**config.mk**
```make
export PLATFORM = sky130hd
export DESIGN_NAME = ssipt_transmitter
export DESIGN_NICKNAME = d
export VERILOG_FILES = /design/src/core/ssipt_pkg.sv /design/src/core/ssipt_sync.sv /design/src/core/ssipt_timer.sv /design/src/core/ssipt_transmitter.sv
export SDC_FILE = /design/constraint.sdc
export NUM_CORES = 1
export LEC_CHECK = 0
export ABC_AREA = 1
export BUFFER_PORTS_ARGS = -buffer_cell sky130_fd_sc_hd__buf_2
export CAP_MARGIN = 20
export CORE_MARGIN = 2
export CORE_UTILIZATION = 60
export CTS_CLUSTER_DIAMETER = 30
export DETAILED_ROUTE_END_ITERATION = 12
export GPL_TIMING_DRIVEN = 0
export PLACE_DENSITY = 0.78
export SYNTH_ARGS = -nofsm -noshare
export SYNTH_HDL_FRONTEND = slang
export SYNTH_HIERARCHICAL = 1
export SYNTH_SLANG_ARGS = --single-unit
```
**constraint.sdc**
```tcl
create_clock -name sys_clk -period 2.08 [get_ports sys_clk]
set_input_delay 0.416 -clock sys_clk [delete_from_list [all_inputs] [get_ports sys_clk]]
set_output_delay 0.416 -clock sys_clk [all_outputs]
set_load 0.005 [all_outputs]
```
**src/core/ssipt_pkg.sv**
```systemverilog
// constants, types and helpers for the ssi absolute position transmitter
// assumes a 100 MHz sys_clk; all counts are derived from that period
//
// How it works
// - idle master clock and encoder data line both rest high
// - first falling clock edge after idle captures position and special bit
// - first rising edge of the frame puts the word msb on data
// - every later rising edge moves to the next lower bit
// - after the lsb, data is held low until timeout, then high
// - timeout restarts on each falling edge, nominal 20 us
// - unbroken clocking after a frame resends the same captured word
// - each repeated word is 25 clock bits long
// - pulse 26 after timeout starts a fresh capture instead
// - repetition only for resolutions up to 13 bits
// - position holds up to 16 bits; variants 12, 13 or 16
// - position sent in gray or plain binary, fixed per variant
// - default direction counts down while turning clockwise
// - low level on direction select reverses counting direction
// - direction change reaches sent position within 10 ms
// - no valid frames needed until 250 ms after power up
package ssipt_pkg;

   // clock
   localparam int CLK_PERIOD_NS = 10;

   // frame layout
   localparam int FRAME_BITS = 25;
   localparam int MAX_POS_BITS = 16;
   localparam int RING_MAX_BITS = 13;
   localparam int BIT_IDX_W = 5;
   localparam logic [BIT_IDX_W-1:0] LAST_BIT_IDX = 5'h18;
   localparam logic [BIT_IDX_W-1:0] FIRST_BIT_IDX = 5'h00;

   // timing: figures in their own unit, counts derived
   localparam int MONO_TIME_US = 20;
   localparam int MONO_CYC = MONO_TIME_US * 1000 / CLK_PERIOD_NS;
   localparam int POWERUP_TIME_MS = 250;
   localparam int POWERUP_CYC = POWERUP_TIME_MS * 1000000 / CLK_PERIOD_NS;
   localparam int DIR_SETTLE_TIME_MS = 1;
   localparam int DIR_SETTLE_CYC =
      DIR_SETTLE_TIME_MS * 1000000 / CLK_PERIOD_NS;
   localparam int TMR_W = 25;

   // line and reset levels
   localparam logic LINE_IDLE = 1'b1;
   localparam logic LINE_TAIL = 1'b0;
   localparam logic DIR_SEL_INACTIVE = 1'b1;

   typedef enum logic [1:0] {
      ST_IDLE,
      ST_ARMED,
      ST_SHIFT,
      ST_TAIL
   } ssipt_state_e;

   // differential data pair toward the master
   typedef struct packed {
      logic dataPos;
      logic dataNeg;
   } ssipt_line_s;

   // sensor sample: raw angle rising clockwise, plus special bit
   typedef struct packed {
      logic [MAX_POS_BITS-1:0] angle;
      logic special;
   } ssipt_sample_s;

   // binary to gray
   function automatic logic [MAX_POS_BITS-1:0] binToGray(
      input logic [MAX_POS_BITS-1:0] b);
      binToGray = b ^ (b >> 1);
   endfunction : binToGray

endpackage : ssipt_pkg

```
**src/core/ssipt_sync.sv**
```systemverilog
// two flip-flop synchroniser for pins from outside the sys_clk domain
// assumes inputs are slow levels or clocks well below sys_clk / 4
`timescale 1ns/100ps
`default_nettype none
module ssipt_sync #(
   parameter int WIDTH = 2
) (
   // clock and reset
   input wire logic sys_clk,
   input wire logic reset,
   // pins
   input wire logic [WIDTH-1:0] asyncIn,
   output logic [WIDTH-1:0] syncOut
);
   logic [WIDTH-1:0] stage1_q;
   logic [WIDTH-1:0] stage2_q;
   logic [WIDTH-1:0] stage1_d;
   logic [WIDTH-1:0] stage2_d;

   // first stage is read only by the second
   always_comb begin
      stage1_d = asyncIn;
      stage2_d = stage1_q;
   end

   // resets to idle high level of the link pins
   always_ff @(posedge sys_clk or posedge reset) begin
      if (reset) begin
         stage1_q <= '1;
         stage2_q <= '1;
      end else begin
         stage1_q <= stage1_d;
         stage2_q <= stage2_d;
      end
   end

   assign syncOut = stage2_q;
endmodule : ssipt_sync
`default_nettype wire

```
**src/core/ssipt_timer.sv**
```systemverilog
// retriggerable down-counting one-shot timer
// assumes load values fit in the package timer width
`timescale 1ns/100ps
`default_nettype none
module ssipt_timer (
   // clock and reset
   input wire logic sys_clk,
   input wire logic reset,
   // control
   input wire logic load,
   input wire logic [ssipt_pkg::TMR_W-1:0] loadValue,
   // status
   output logic running,
   output logic expired
);
   import ssipt_pkg::*;

   logic [TMR_W-1:0] count_q;
   logic [TMR_W-1:0] count_d;
   logic expired_q;
   logic expired_d;

   // load wins over expiry; expiry is a one-cycle pulse
   always_comb begin
      count_d = count_q;
      expired_d = 1'b0;
      if (load) begin
         count_d = loadValue;
      end else if (count_q != '0) begin
         count_d = count_q - 1'b1;
         expired_d = (count_q == {{(TMR_W-1){1'b0}}, 1'b1});
      end
   end

   always_ff @(posedge sys_clk or posedge reset) begin
      if (reset) begin
         count_q <= '0;
         expired_q <= 1'b0;
      end else begin
         count_q <= count_d;
         expired_q <= expired_d;
      end
   end

   assign running = (count_q != '0);
   assign expired = expired_q;
endmodule : ssipt_timer
`default_nettype wire

```
**src/core/ssipt_transmitter.sv**
```systemverilog
// encoder end of a synchronous serial position link
// assumes the master clock pin is sampled by sys_clk at 100 MHz and that
// the sensor sample comes from logic on sys_clk, stable between edges
`timescale 1ns/100ps
`default_nettype none
module ssipt_transmitter #(
   parameter int POS_BITS = 13,
   parameter bit GRAY_CODE = 1'b1,
   parameter int POWERUP_LEN = ssipt_pkg::POWERUP_CYC,
   parameter int DIR_SETTLE_LEN = ssipt_pkg::DIR_SETTLE_CYC
) (
   // clock and reset
   input wire logic sys_clk,
   input wire logic reset,
   // link from the master
   input wire logic linkClk,
   // link toward the master
   output ssipt_pkg::ssipt_line_s linkOut,
   // position sensor
   input wire ssipt_pkg::ssipt_sample_s sample,
   // direction select pin, active low
   input wire logic dirSelN,
   // status
   output logic ready,
   output logic ringActive,
   output logic frameBusy
);
   import ssipt_pkg::*;

   // repetition allowed only for the narrow variants
   localparam bit RING_OK = (POS_BITS <= RING_MAX_BITS);
   localparam int PAD_SHIFT = MAX_POS_BITS - POS_BITS;

   // synchronised pins
   logic [1:0] pinSync;
   logic clkSync;
   logic dirSync;

   // clock edge detection
   logic clkPrev_q;
   logic clkPrev_d;
   logic riseEdge;
   logic fallEdge;

   // frame state
   ssipt_state_e state_q;
   ssipt_state_e state_d;
   logic [BIT_IDX_W-1:0] bitIdx_q;
   logic [BIT_IDX_W-1:0] bitIdx_d;
   logic [FRAME_BITS-1:0] word_q;
   logic [FRAME_BITS-1:0] word_d;
   logic data_q;
   logic data_d;
   logic ring_q;
   logic ring_d;

   // monoflop timer
   logic monoLoad;
   logic monoRunning;
   logic monoExpired;

   // power up gate
   logic started_q;
   logic started_d;
   logic ready_q;
   logic ready_d;
   logic powerExpired;

   // direction filter
   logic dirPend_q;
   logic dirPend_d;
   logic dirStable_q;
   logic dirStable_d;
   logic dirLoad;
   logic dirExpired;

   // sequencer decodes
   logic captureReq;
   logic lastBit;
   logic ringReq;
   logic [BIT_IDX_W-1:0] nextIdx;
   logic [FRAME_BITS-1:0] freshWord;

   // build the 25 bit word: pad zeros, position, special bit at the lsb
   function automatic logic [FRAME_BITS-1:0] buildWord(
      input logic [MAX_POS_BITS-1:0] angle,
      input logic special,
      input logic reversed);
      logic [MAX_POS_BITS-1:0] oriented;
      logic [MAX_POS_BITS-1:0] scaled;
      logic [MAX_POS_BITS-1:0] coded;
      logic [FRAME_BITS-1:0] w;
      oriented = '0;
      scaled = '0;
      coded = '0;
      w = '0;
      // raw angle rises clockwise, so the default sends its complement
      oriented = reversed ? angle : ~angle;
      // keep the top bits of the angle for the chosen resolution
      scaled = oriented >> PAD_SHIFT;
      coded = GRAY_CODE ? binToGray(scaled) : scaled;
      w[0] = special;
      for (int i = 0; i < POS_BITS; i++) begin
         w[i+1] = coded[i];
      end
      buildWord = w;
   endfunction : buildWord

   // pick the bit presented for a given index, msb first
   function automatic logic pickBit(
      input logic [FRAME_BITS-1:0] w,
      input logic [BIT_IDX_W-1:0] idx);
      logic [BIT_IDX_W-1:0] pos;
      pos = '0;
      pos = LAST_BIT_IDX - idx;
      pickBit = w[pos];
   endfunction : pickBit

   // true in the slot that holds the special bit, the lsb
   function automatic logic isLastBit(
      input logic [BIT_IDX_W-1:0] idx);
      isLastBit = (idx == LAST_BIT_IDX);
   endfunction : isLastBit

   // link clock and direction pin pass two flip-flops first
   ssipt_sync #(
      .WIDTH(2)
   ) u_sync (
      .sys_clk(sys_clk),
      .reset(reset),
      .asyncIn({linkClk, dirSelN}),
      .syncOut(pinSync)
   );

   assign clkSync = pinSync[1];
   assign dirSync = pinSync[0];

   // edges of the synchronised master clock
   always_comb begin
      clkPrev_d = clkSync;
   end

   always_ff @(posedge sys_clk or posedge reset) begin
      if (reset) begin
         clkPrev_q <= LINE_IDLE;
      end else begin
         clkPrev_q <= clkPrev_d;
      end
   end

   assign riseEdge = clkSync & ~clkPrev_q;
   assign fallEdge = ~clkSync & clkPrev_q;

   // monoflop, retriggered by every falling edge inside a frame
   ssipt_timer u_mono (
      .sys_clk(sys_clk),
      .reset(reset),
      .load(monoLoad),
      .loadValue(TMR_W'(MONO_CYC)),
      .running(monoRunning),
      .expired(monoExpired)
   );

   // power up delay, started once after reset release
   ssipt_timer u_power (
      .sys_clk(sys_clk),
      .reset(reset),
      .load(~started_q),
      .loadValue(TMR_W'(POWERUP_LEN)),
      .running(),
      .expired(powerExpired)
   );

   // direction pin must hold still for the settle time
   ssipt_timer u_dir (
      .sys_clk(sys_clk),
      .reset(reset),
      .load(dirLoad),
      .loadValue(TMR_W'(DIR_SETTLE_LEN)),
      .running(),
      .expired(dirExpired)
   );

   // power up gate next state
   always_comb begin
      started_d = 1'b1;
      ready_d = ready_q | powerExpired;
   end

   always_ff @(posedge sys_clk or posedge reset) begin
      if (reset) begin
         started_q <= 1'b0;
         ready_q <= 1'b0;
      end else begin
         started_q <= started_d;
         ready_q <= ready_d;
      end
   end

   // direction filter: adopt the pin level once it has settled
   always_comb begin
      dirPend_d = dirSync;
      dirLoad = (dirSync != dirPend_q);
      dirStable_d = dirStable_q;
      if (dirExpired) begin
         dirStable_d = dirPend_q;
      end
   end

   always_ff @(posedge sys_clk or posedge reset) begin
      if (reset) begin
         dirPend_q <= DIR_SEL_INACTIVE;
         dirStable_q <= DIR_SEL_INACTIVE;
      end else begin
         dirPend_q <= dirPend_d;
         dirStable_q <= dirStable_d;
      end
   end

   // a fall only starts a frame once the power up delay is over
   assign captureReq = fallEdge & ready_q;
   // lsb slot reached: the next fall closes the word
   assign lastBit = isLastBit(bitIdx_q);
   // index of the bit shown at the next rise
   assign nextIdx = bitIdx_q + 1'b1;
   // a rise in the tail repeats the word on narrow variants
   assign ringReq = riseEdge & RING_OK;
   // word built from the sensor, stored only on a capture
   assign freshWord = buildWord(sample.angle, sample.special,
      ~dirStable_q);

   // captured word: loaded on the leading fall, kept for repeats
   always_comb begin
      word_d = word_q;
      if ((state_q == ST_IDLE) && captureReq) begin
         word_d = freshWord;
      end
   end

   always_ff @(posedge sys_clk or posedge reset) begin
      if (reset) begin
         word_q <= '0;
      end else begin
         word_q <= word_d;
      end
   end

   // repeat flag: set when a repeat starts, cleared back in idle
   always_comb begin
      ring_d = ring_q;
      if (state_q == ST_IDLE) begin
         ring_d = 1'b0;
      end else if ((state_q == ST_TAIL) && ringReq) begin
         ring_d = 1'b1;
      end
   end

   always_ff @(posedge sys_clk or posedge reset) begin
      if (reset) begin
         ring_q <= 1'b0;
      end else begin
         ring_q <= ring_d;
      end
   end

   // frame sequencer next state
   always_comb begin
      state_d = state_q;
      bitIdx_d = bitIdx_q;
      data_d = data_q;
      monoLoad = 1'b0;
      unique case (state_q)
         ST_IDLE: begin
            // line rests high between frames
            data_d = LINE_IDLE;
            if (captureReq) begin
               // leading edge: word is stored, timer started
               monoLoad = 1'b1;
               state_d = ST_ARMED;
            end
         end
         ST_ARMED: begin
            if (riseEdge) begin
               data_d = pickBit(word_q, FIRST_BIT_IDX);
               bitIdx_d = FIRST_BIT_IDX;
               state_d = ST_SHIFT;
            end else if (monoExpired) begin
               // master gave up before the first bit
               data_d = LINE_IDLE;
               state_d = ST_IDLE;
            end
         end
         ST_SHIFT: begin
            if (riseEdge && !lastBit) begin
               bitIdx_d = nextIdx;
               data_d = pickBit(word_q, nextIdx);
            end else if (fallEdge) begin
               // falling edges only retrigger, never capture
               monoLoad = 1'b1;
               if (lastBit) begin
                  // lsb done after the 25th bit
                  data_d = LINE_TAIL;
                  state_d = ST_TAIL;
               end
            end else if (monoExpired) begin
               // clock too slow: frame ends, line back high
               data_d = LINE_IDLE;
               state_d = ST_IDLE;
            end
         end
         ST_TAIL: begin
            data_d = LINE_TAIL;
            if (ringReq) begin
               // unbroken clocking resends the same stored word
               bitIdx_d = FIRST_BIT_IDX;
               data_d = pickBit(word_q, FIRST_BIT_IDX);
               state_d = ST_SHIFT;
            end else if (fallEdge) begin
               // extra pulses on wide variants only retrigger
               monoLoad = 1'b1;
            end else if (monoExpired) begin
               // next falling edge captures afresh from idle
               data_d = LINE_IDLE;
               state_d = ST_IDLE;
            end
         end
      endcase
   end

   // frame sequencer registers
   always_ff @(posedge sys_clk or posedge reset) begin
      if (reset) begin
         state_q <= ST_IDLE;
         bitIdx_q <= FIRST_BIT_IDX;
         data_q <= LINE_IDLE;
      end else begin
         state_q <= state_d;
         bitIdx_q <= bitIdx_d;
         data_q <= data_d;
      end
   end

   // outputs: data pair straight from the flop, inverse on the minus wire
   assign linkOut.dataPos = data_q;
   assign linkOut.dataNeg = ~data_q;
   assign ready = ready_q;
   assign ringActive = ring_q;
   assign frameBusy = (state_q != ST_IDLE) | monoRunning;

endmodule : ssipt_transmitter
`default_nettype wire

```
==> impl_metrics.json, run 1 <==
{
  "grt_pass1_vias": 6060,
  "regToRegSetupSlack_ns": 0.05,
  "pwr-share-comb_pct": 16.4,
  "routed_wl_mm": 16.1,
  "finalHoldViolCount": 0,
  "antenna_found_initial": 0,
  "wl_per_cell_um": 12.3,
  "synth_cells": 1033,
  "dpl.hpwl_mm": 11.0,
  "r2r-end": "u_mono/count_q[22]$_DFFE_PP0P_",
  "grt_max_degree": 29,
  "syn_area_sq_um": 7170,
  "final_core_util_pct": 73.0,
  "start_util_pct": 62.2,
  "required_ns": 1.66,
  "p_sw_share_pct": 30.2,
  "setup-tns-final_ns": -0.154,
  "r2r-start": "u_mono/count_q[21]$_DFFE_PP0P_",
  "drive_above_1_share_pct": 14.1,
  "rsz0062_at_grt": "yes",
  "clk_pin_slew_worst_paths_ns": 0.07,
  "crit_path_end_kind": "output port",
  "die-height_um": 113,
  "outcome": "complete, but fails checks",
  "max_freq_mhz": 448,
  "first_iter_violations": 527,
  "seq_area_sq_um": 2760,
  "routabilityCongestion": 0.892,
  "violations": "setup timing",
  "core_area_sq_um": 11500,
  "p_per_area_nw_per_um2": 605,
  "yosysWarnings": 6,
  "leakage_nw": 4.33,
  "port_buffers": 22,
  "area_growth_pct": 17.4,
  "nNetsFinal": 1198,
  "final_area_sq_um": 8410,
  "placed_cell_area_sq_um": 7730,
  "first_pass_iters": 5,
  "diodes": 0,
  "worst-setup-path-type": "reg2out",
  "cts_tree": "yes",
  "hp-class": "in2reg",
  "min_period_over_period_pct": 107,
  "endpoint": "frameBusy",
  "drv_cap": 0,
  "max-slew-margin-rel_pct": 64.9,
  "clock_latency_ns": 0.36,
  "startpoint": "u_mono/count_q[21]$_DFFE_PP0P_",
  "fp.dieW_um": 113,
  "die-area_sq_um": 12800,
  "final_cell_count_no_fill": 1314,
  "r2r_cells": 18,
  "antenna_left": 0,
  "fill_cells": 957,
  "grt.total_usage_pct": 26.0,
  "via_per_inst": 4.94,
  "fin_ws_ns": -0.154,
  "tightestPinTransition_ns": 0.527,
  "finalSetupViolCount": 1,
  "rows": 39,
  "drc": 0,
  "htree_levels": 3,
  "clkSinkCount": 110,
  "cts-root-buf": "clkbuf_16",
  "dp.cells": 1272,
  "min_from": "linkClk",
  "hold-path-cell-count": 1,
  "cts-buffers-inserted": 9,
  "p_sw_mw": 1.54,
  "grt_remaining_overflow": 0,
  "finalPower_mw": 5.09,
  "clk_path_buf_depth": 2,
  "p_clk_share_pct": 35.2,
  "ios": 26,
  "seq_power_share_pct": 48.4,
  "start_kind": "register",
  "cp.arrival_ns": 1.82,
  "finClkSkew_ns": 0.00942,
  "grt_pass1_wl_mm": 27.3,
  "multiInputGateArea_sq_um": 4180,
  "path_max_fanout": 4,
  "ir_worst_vdd_v": 0.00101,
  "via_count": 6492,
  "p_int_mw": 3.55,
  "postSynthAreaPerCell_sq_um": 6.94,
  "final_max_slew_viol_count": 0,
  "period_needed_ns": 2.23
}
## cell type report
cell class              count  area share (%)
inverters                 111            5.01
flip-flops and latches    110            32.8
multi-input cells         866            49.7
well taps                 143            2.13
clock inverters             7           0.922
plain buffers              20            1.59
repair buffers             48            5.09
clock buffers               9            2.68
## worst min-delay path by stage
stage                                               to  slack, ns
after CTS                 u_sync/stage1_q[1]$_DFF_PP1_       0.14
after global placement     u_sync/syncOut[1]$_DFF_PP1_       0.35
final                     u_sync/stage1_q[1]$_DFF_PP1_       0.15
after global routing      u_sync/stage1_q[0]$_DFF_PP1_       0.15
after floorplan            u_sync/syncOut[0]$_DFF_PP1_       0.35
after detailed placement   u_sync/syncOut[0]$_DFF_PP1_       0.35
## flip-flops by register name, summed over array words and instances (netlist names)
name	flops
u_sync/syncOut	2
u_dir/expired	1
word_q	14
u_dir/count_q	25
state_q	2
dirPend_q	1
ringActive	1
started_q	1
u_power/count_q	25
clkPrev_q	1
u_power/expired	1
bitIdx_q	5
u_mono/expired	1
dirStable_q	1
u_mono/count_q	25
data_q	1
u_sync/stage1_q	2
ready	1
## metrics by stage
stage | hold slack, ns | setup WS [ns]
2_1_floorplan | 0.345 | 0.183
3_3_place_gp | 0.350 | -0.205
3_5_place_dp | 0.347 | -0.221
4_1_cts | 0.142 | -0.101
5_1_grt | 0.146 | -0.235
6_report | 0.152 | -0.154
## layer usage
metal | wire length [um] | part of all wire (%) | global-route usage (%) | vias to the layer above
met2 | 7880 | 49 | 43.8 | 127
li1 | - | - | - | 3408
met4 | 235 | 1.5 | 6.75 | 0
met3 | 626 | 3.9 | 5.41 | 24
met5 | 0 | 0 | 0 | -
met1 | 7390 | 46 | 34.5 | 2933
## layout by cell type (no fill, tap or decap), types with 16 or more instances in the layout
cell     count
nor2_1     103
buf_2       27
nand4_1     27
o21ai_0     30
nand3_1     57
xnor2_1     28
conb_1      76
nor2_2      16
dfrtp_1    102
nand2_1    413
inv_1      100
## critical path, cell delays in order (launching register included)
cell	delay [ns]
dfrtp_1	0.42
nor2_2	0.15
buf_4	0.14
nand2_4	0.05
nor2_4	0.11
nand3_2	0.10
nor2_4	0.11
inv_1	0.05
or2_4	0.22
buf_6	0.11
## power groups by stage
stage          Combinational, mW  Sequential (mW)  Clock [mW]
3_5_place_dp               0.799             2.50           0
2_1_floorplan              0.642             2.45           0
3_3_place_gp               0.783             2.49           0
4_1_cts                    0.805             2.46        1.84
5_1_grt                    0.981             2.48        1.92
6_report                   0.836             2.46        1.79
## timing repair
| action | 4_1_cts | 5_1_grt |
|---|---|---|
| endpoints found under the setup margin | 4 | 12 |
| gates resized for setup | 9 | 20 |
| hold buffers | 0 | 1 |
| pin swaps | 7 | 8 |
| setup buffers | 20 | 2 |
| hold endpoints to repair | 0 | 4 |
(Power assumes the default switching activity.)
==> run 2, diff against run 1 <==
- CORE_MARGIN: 2 -> unset
- CORE_UTILIZATION: 60 -> 50
- PLACE_DENSITY: 0.78 -> 0.66
==> impl_metrics.json, run 2 (synthesis gave the netlist of run 1 again) <==
{
  "die-height_um": 122,
  "top_regs": "u_dir/count_q: 25 flops, u_mono/count_q: 25 flops, u_power/count_q: 25 flops",
  "finalSetupViolCount": 1,
  "required_ns": 1.66,
  "start_util_pct": 51.4,
  "start_kind": "register",
  "tightestPinTransition_ns": 0.546,
  "clock_latency_ns": 0.36,
  "whs_ns": 0.119,
  "met1_length_mm": 7.74,
  "clk_pin_slew_worst_paths_ns": 0.08,
  "final_area_sq_um": 8380,
  "routed_wl_mm": 15.7,
  "period_needed_ns": 2.12,
  "cts-buffers-inserted": 9,
  "antenna_left": 0,
  "core_area_sq_um": 13900,
  "cts_hold_buffers": 0,
  "cp.arrival_ns": 1.70,
  "routabilityCongestion": 0.906,
  "fin_ws_ns": -0.0352,
  "grt_remaining_overflow": 0,
  "via_count": 6360,
  "via_per_inst": 4.72,
  "layout_commonest_cell": "nand2_1",
  "finalHoldViolCount": 0,
  "violations": "setup timing",
  "htree_levels": 3,
  "wl_met2_mm": 7.27,
  "ios": 26,
  "grt_pass1_wl_mm": 27.2,
  "port_buffers": 22,
  "crit_path_end_kind": "output port",
  "path_max_fanout": 2,
  "ir_worst_vdd_v": 0.000506,
  "antenna_found_initial": 0,
  "rows": 43,
  "first_pass_iters": 4,
  "nNetsFinal": 1194,
  "worst-setup-path-type": "reg2out",
  "min_period_over_period_pct": 102,
  "first_iter_violations": 469,
  "dpl.hpwl_mm": 11.6,
  "drv_cap": 0,
  "drc": 0,
  "placed_cell_area_sq_um": 7810,
  "wl_per_cell_um": 11.7,
  "cts_tree": "yes",
  "final_max_slew_viol_count": 0,
  "clkSinkCount": 110,
  "diodes": 0,
  "area_growth_pct": 16.9,
  "drive_above_1_share_pct": 14.1,
  "cts-root-buf": "clkbuf_16",
  "max-slew-margin-rel_pct": 63.5,
  "grt_pass1_vias": 5988,
  "final_cell_mix": "nand2_1, nor2_1, dfrtp_1, inv_1, conb_1",
  "fp.dieW_um": 122,
  "grt_max_degree": 27,
  "max_freq_mhz": 473,
  "p_per_area_nw_per_um2": 606,
  "rsz0062_at_grt": "yes",
  "outcome": "complete, but fails checks",
  "grt.total_usage_pct": 23.1,
  "die-area_sq_um": 14800,
  "hp-class": "in2async",
  "clk_path_buf_depth": 2,
  "fill_cells": 1340,
  "leakage_nw": 4.26,
  "finClkSkew_ns": 0.00816,
  "met3_length_um": 475,
  "topRoutingLayerUsed": "met4"
}
[run 2: per-layer routing]
layer / global-route usage, % / up-vias
li1: - / 3406
met1: 30.9 / 2829
met2: 38.2 / 102
met3: 3.93 / 23
met4: 7.10 / 0
met5: 0 / -
[run 2: layout make-up]
class | instances | area, sq um | area share [%]
repair buffers | 44 | 349 | 4.17
clock inverters | 7 | 81.3 | 0.971
inverters | 111 | 422 | 5.03
clock buffers | 9 | 225 | 2.69
plain buffers | 20 | 136 | 1.63
flip-flops and latches | 110 | 2760 | 33.0
well taps | 180 | 225 | 2.69
multi-input cells | 866 | 4170 | 49.8
[run 2: worst paths after layout]
path | slack, ns | end | cells after the start | from
max in group asynchronous | 1.39 | clkPrev_q$_DFF_PP1_ | 3 | reset
min in group sys_clk | 0.15 | u_sync/stage1_q[0]$_DFF_PP1_ | 1 | dirSelN
worst max-delay path | -0.04 | frameBusy | 8 | u_mono/count_q[18]$_DFFE_PP0P_
worst max register to register | 0.15 | u_mono/count_q[10]$_DFFE_PP0P_ | 8 | clkPrev_q$_DFF_PP1_
worst min register to register | 0.35 | u_sync/syncOut[0]$_DFF_PP1_ | 0 | u_sync/stage1_q[0]$_DFF_PP1_
worst min-delay path | 0.12 | u_power/count_q[1]$_DFFE_PP0P_ | 2 | reset
[run 2: where the power goes]
part,switching [mW],leakage [nW],total (mW),internal [mW]
logic,0.525,2.89,0.828,0.302
registers,0.169,1.23,2.46,2.29
clock network,0.917,0.150,1.78,0.867
[run 2: worst max-delay path, stage by stage, from the launching register on]
cell	delay (ns)
dfrtp_1	0.40
nor2_2	0.14
nand2_2	0.08
nor2_4	0.13
nand3_2	0.09
nor2_4	0.13
inv_2	0.03
or2_4	0.22
buf_6	0.11
[run 2: timing repair]
action                                  in CTS  in global routing
endpoints found under the setup margin      11                  3
buffers inserted                            17                  1
gates resized for setup                     17                  6
pin swaps                                    8                  4
hold endpoints to repair                     0                  0
[run 2: metrics by stage]
stage | TNS, ns | power (mW) | std cells | setup WS, ns | util (%)
3_3_place_gp | -1.15 | 3.29 | 1309 | -0.342 | 55.8
6_report | -0.0352 | 5.08 | 1347 | -0.0352 | 60.1
5_1_grt | -0.120 | 5.38 | 1347 | -0.120 | 60.1
3_5_place_dp | -1.12 | 3.31 | 1310 | -0.323 | 56.0
2_1_floorplan | 0 | 3.10 | 1107 | 0.183 | -
4_1_cts | -0.0644 | 5.13 | 1343 | -0.0644 | 59.5
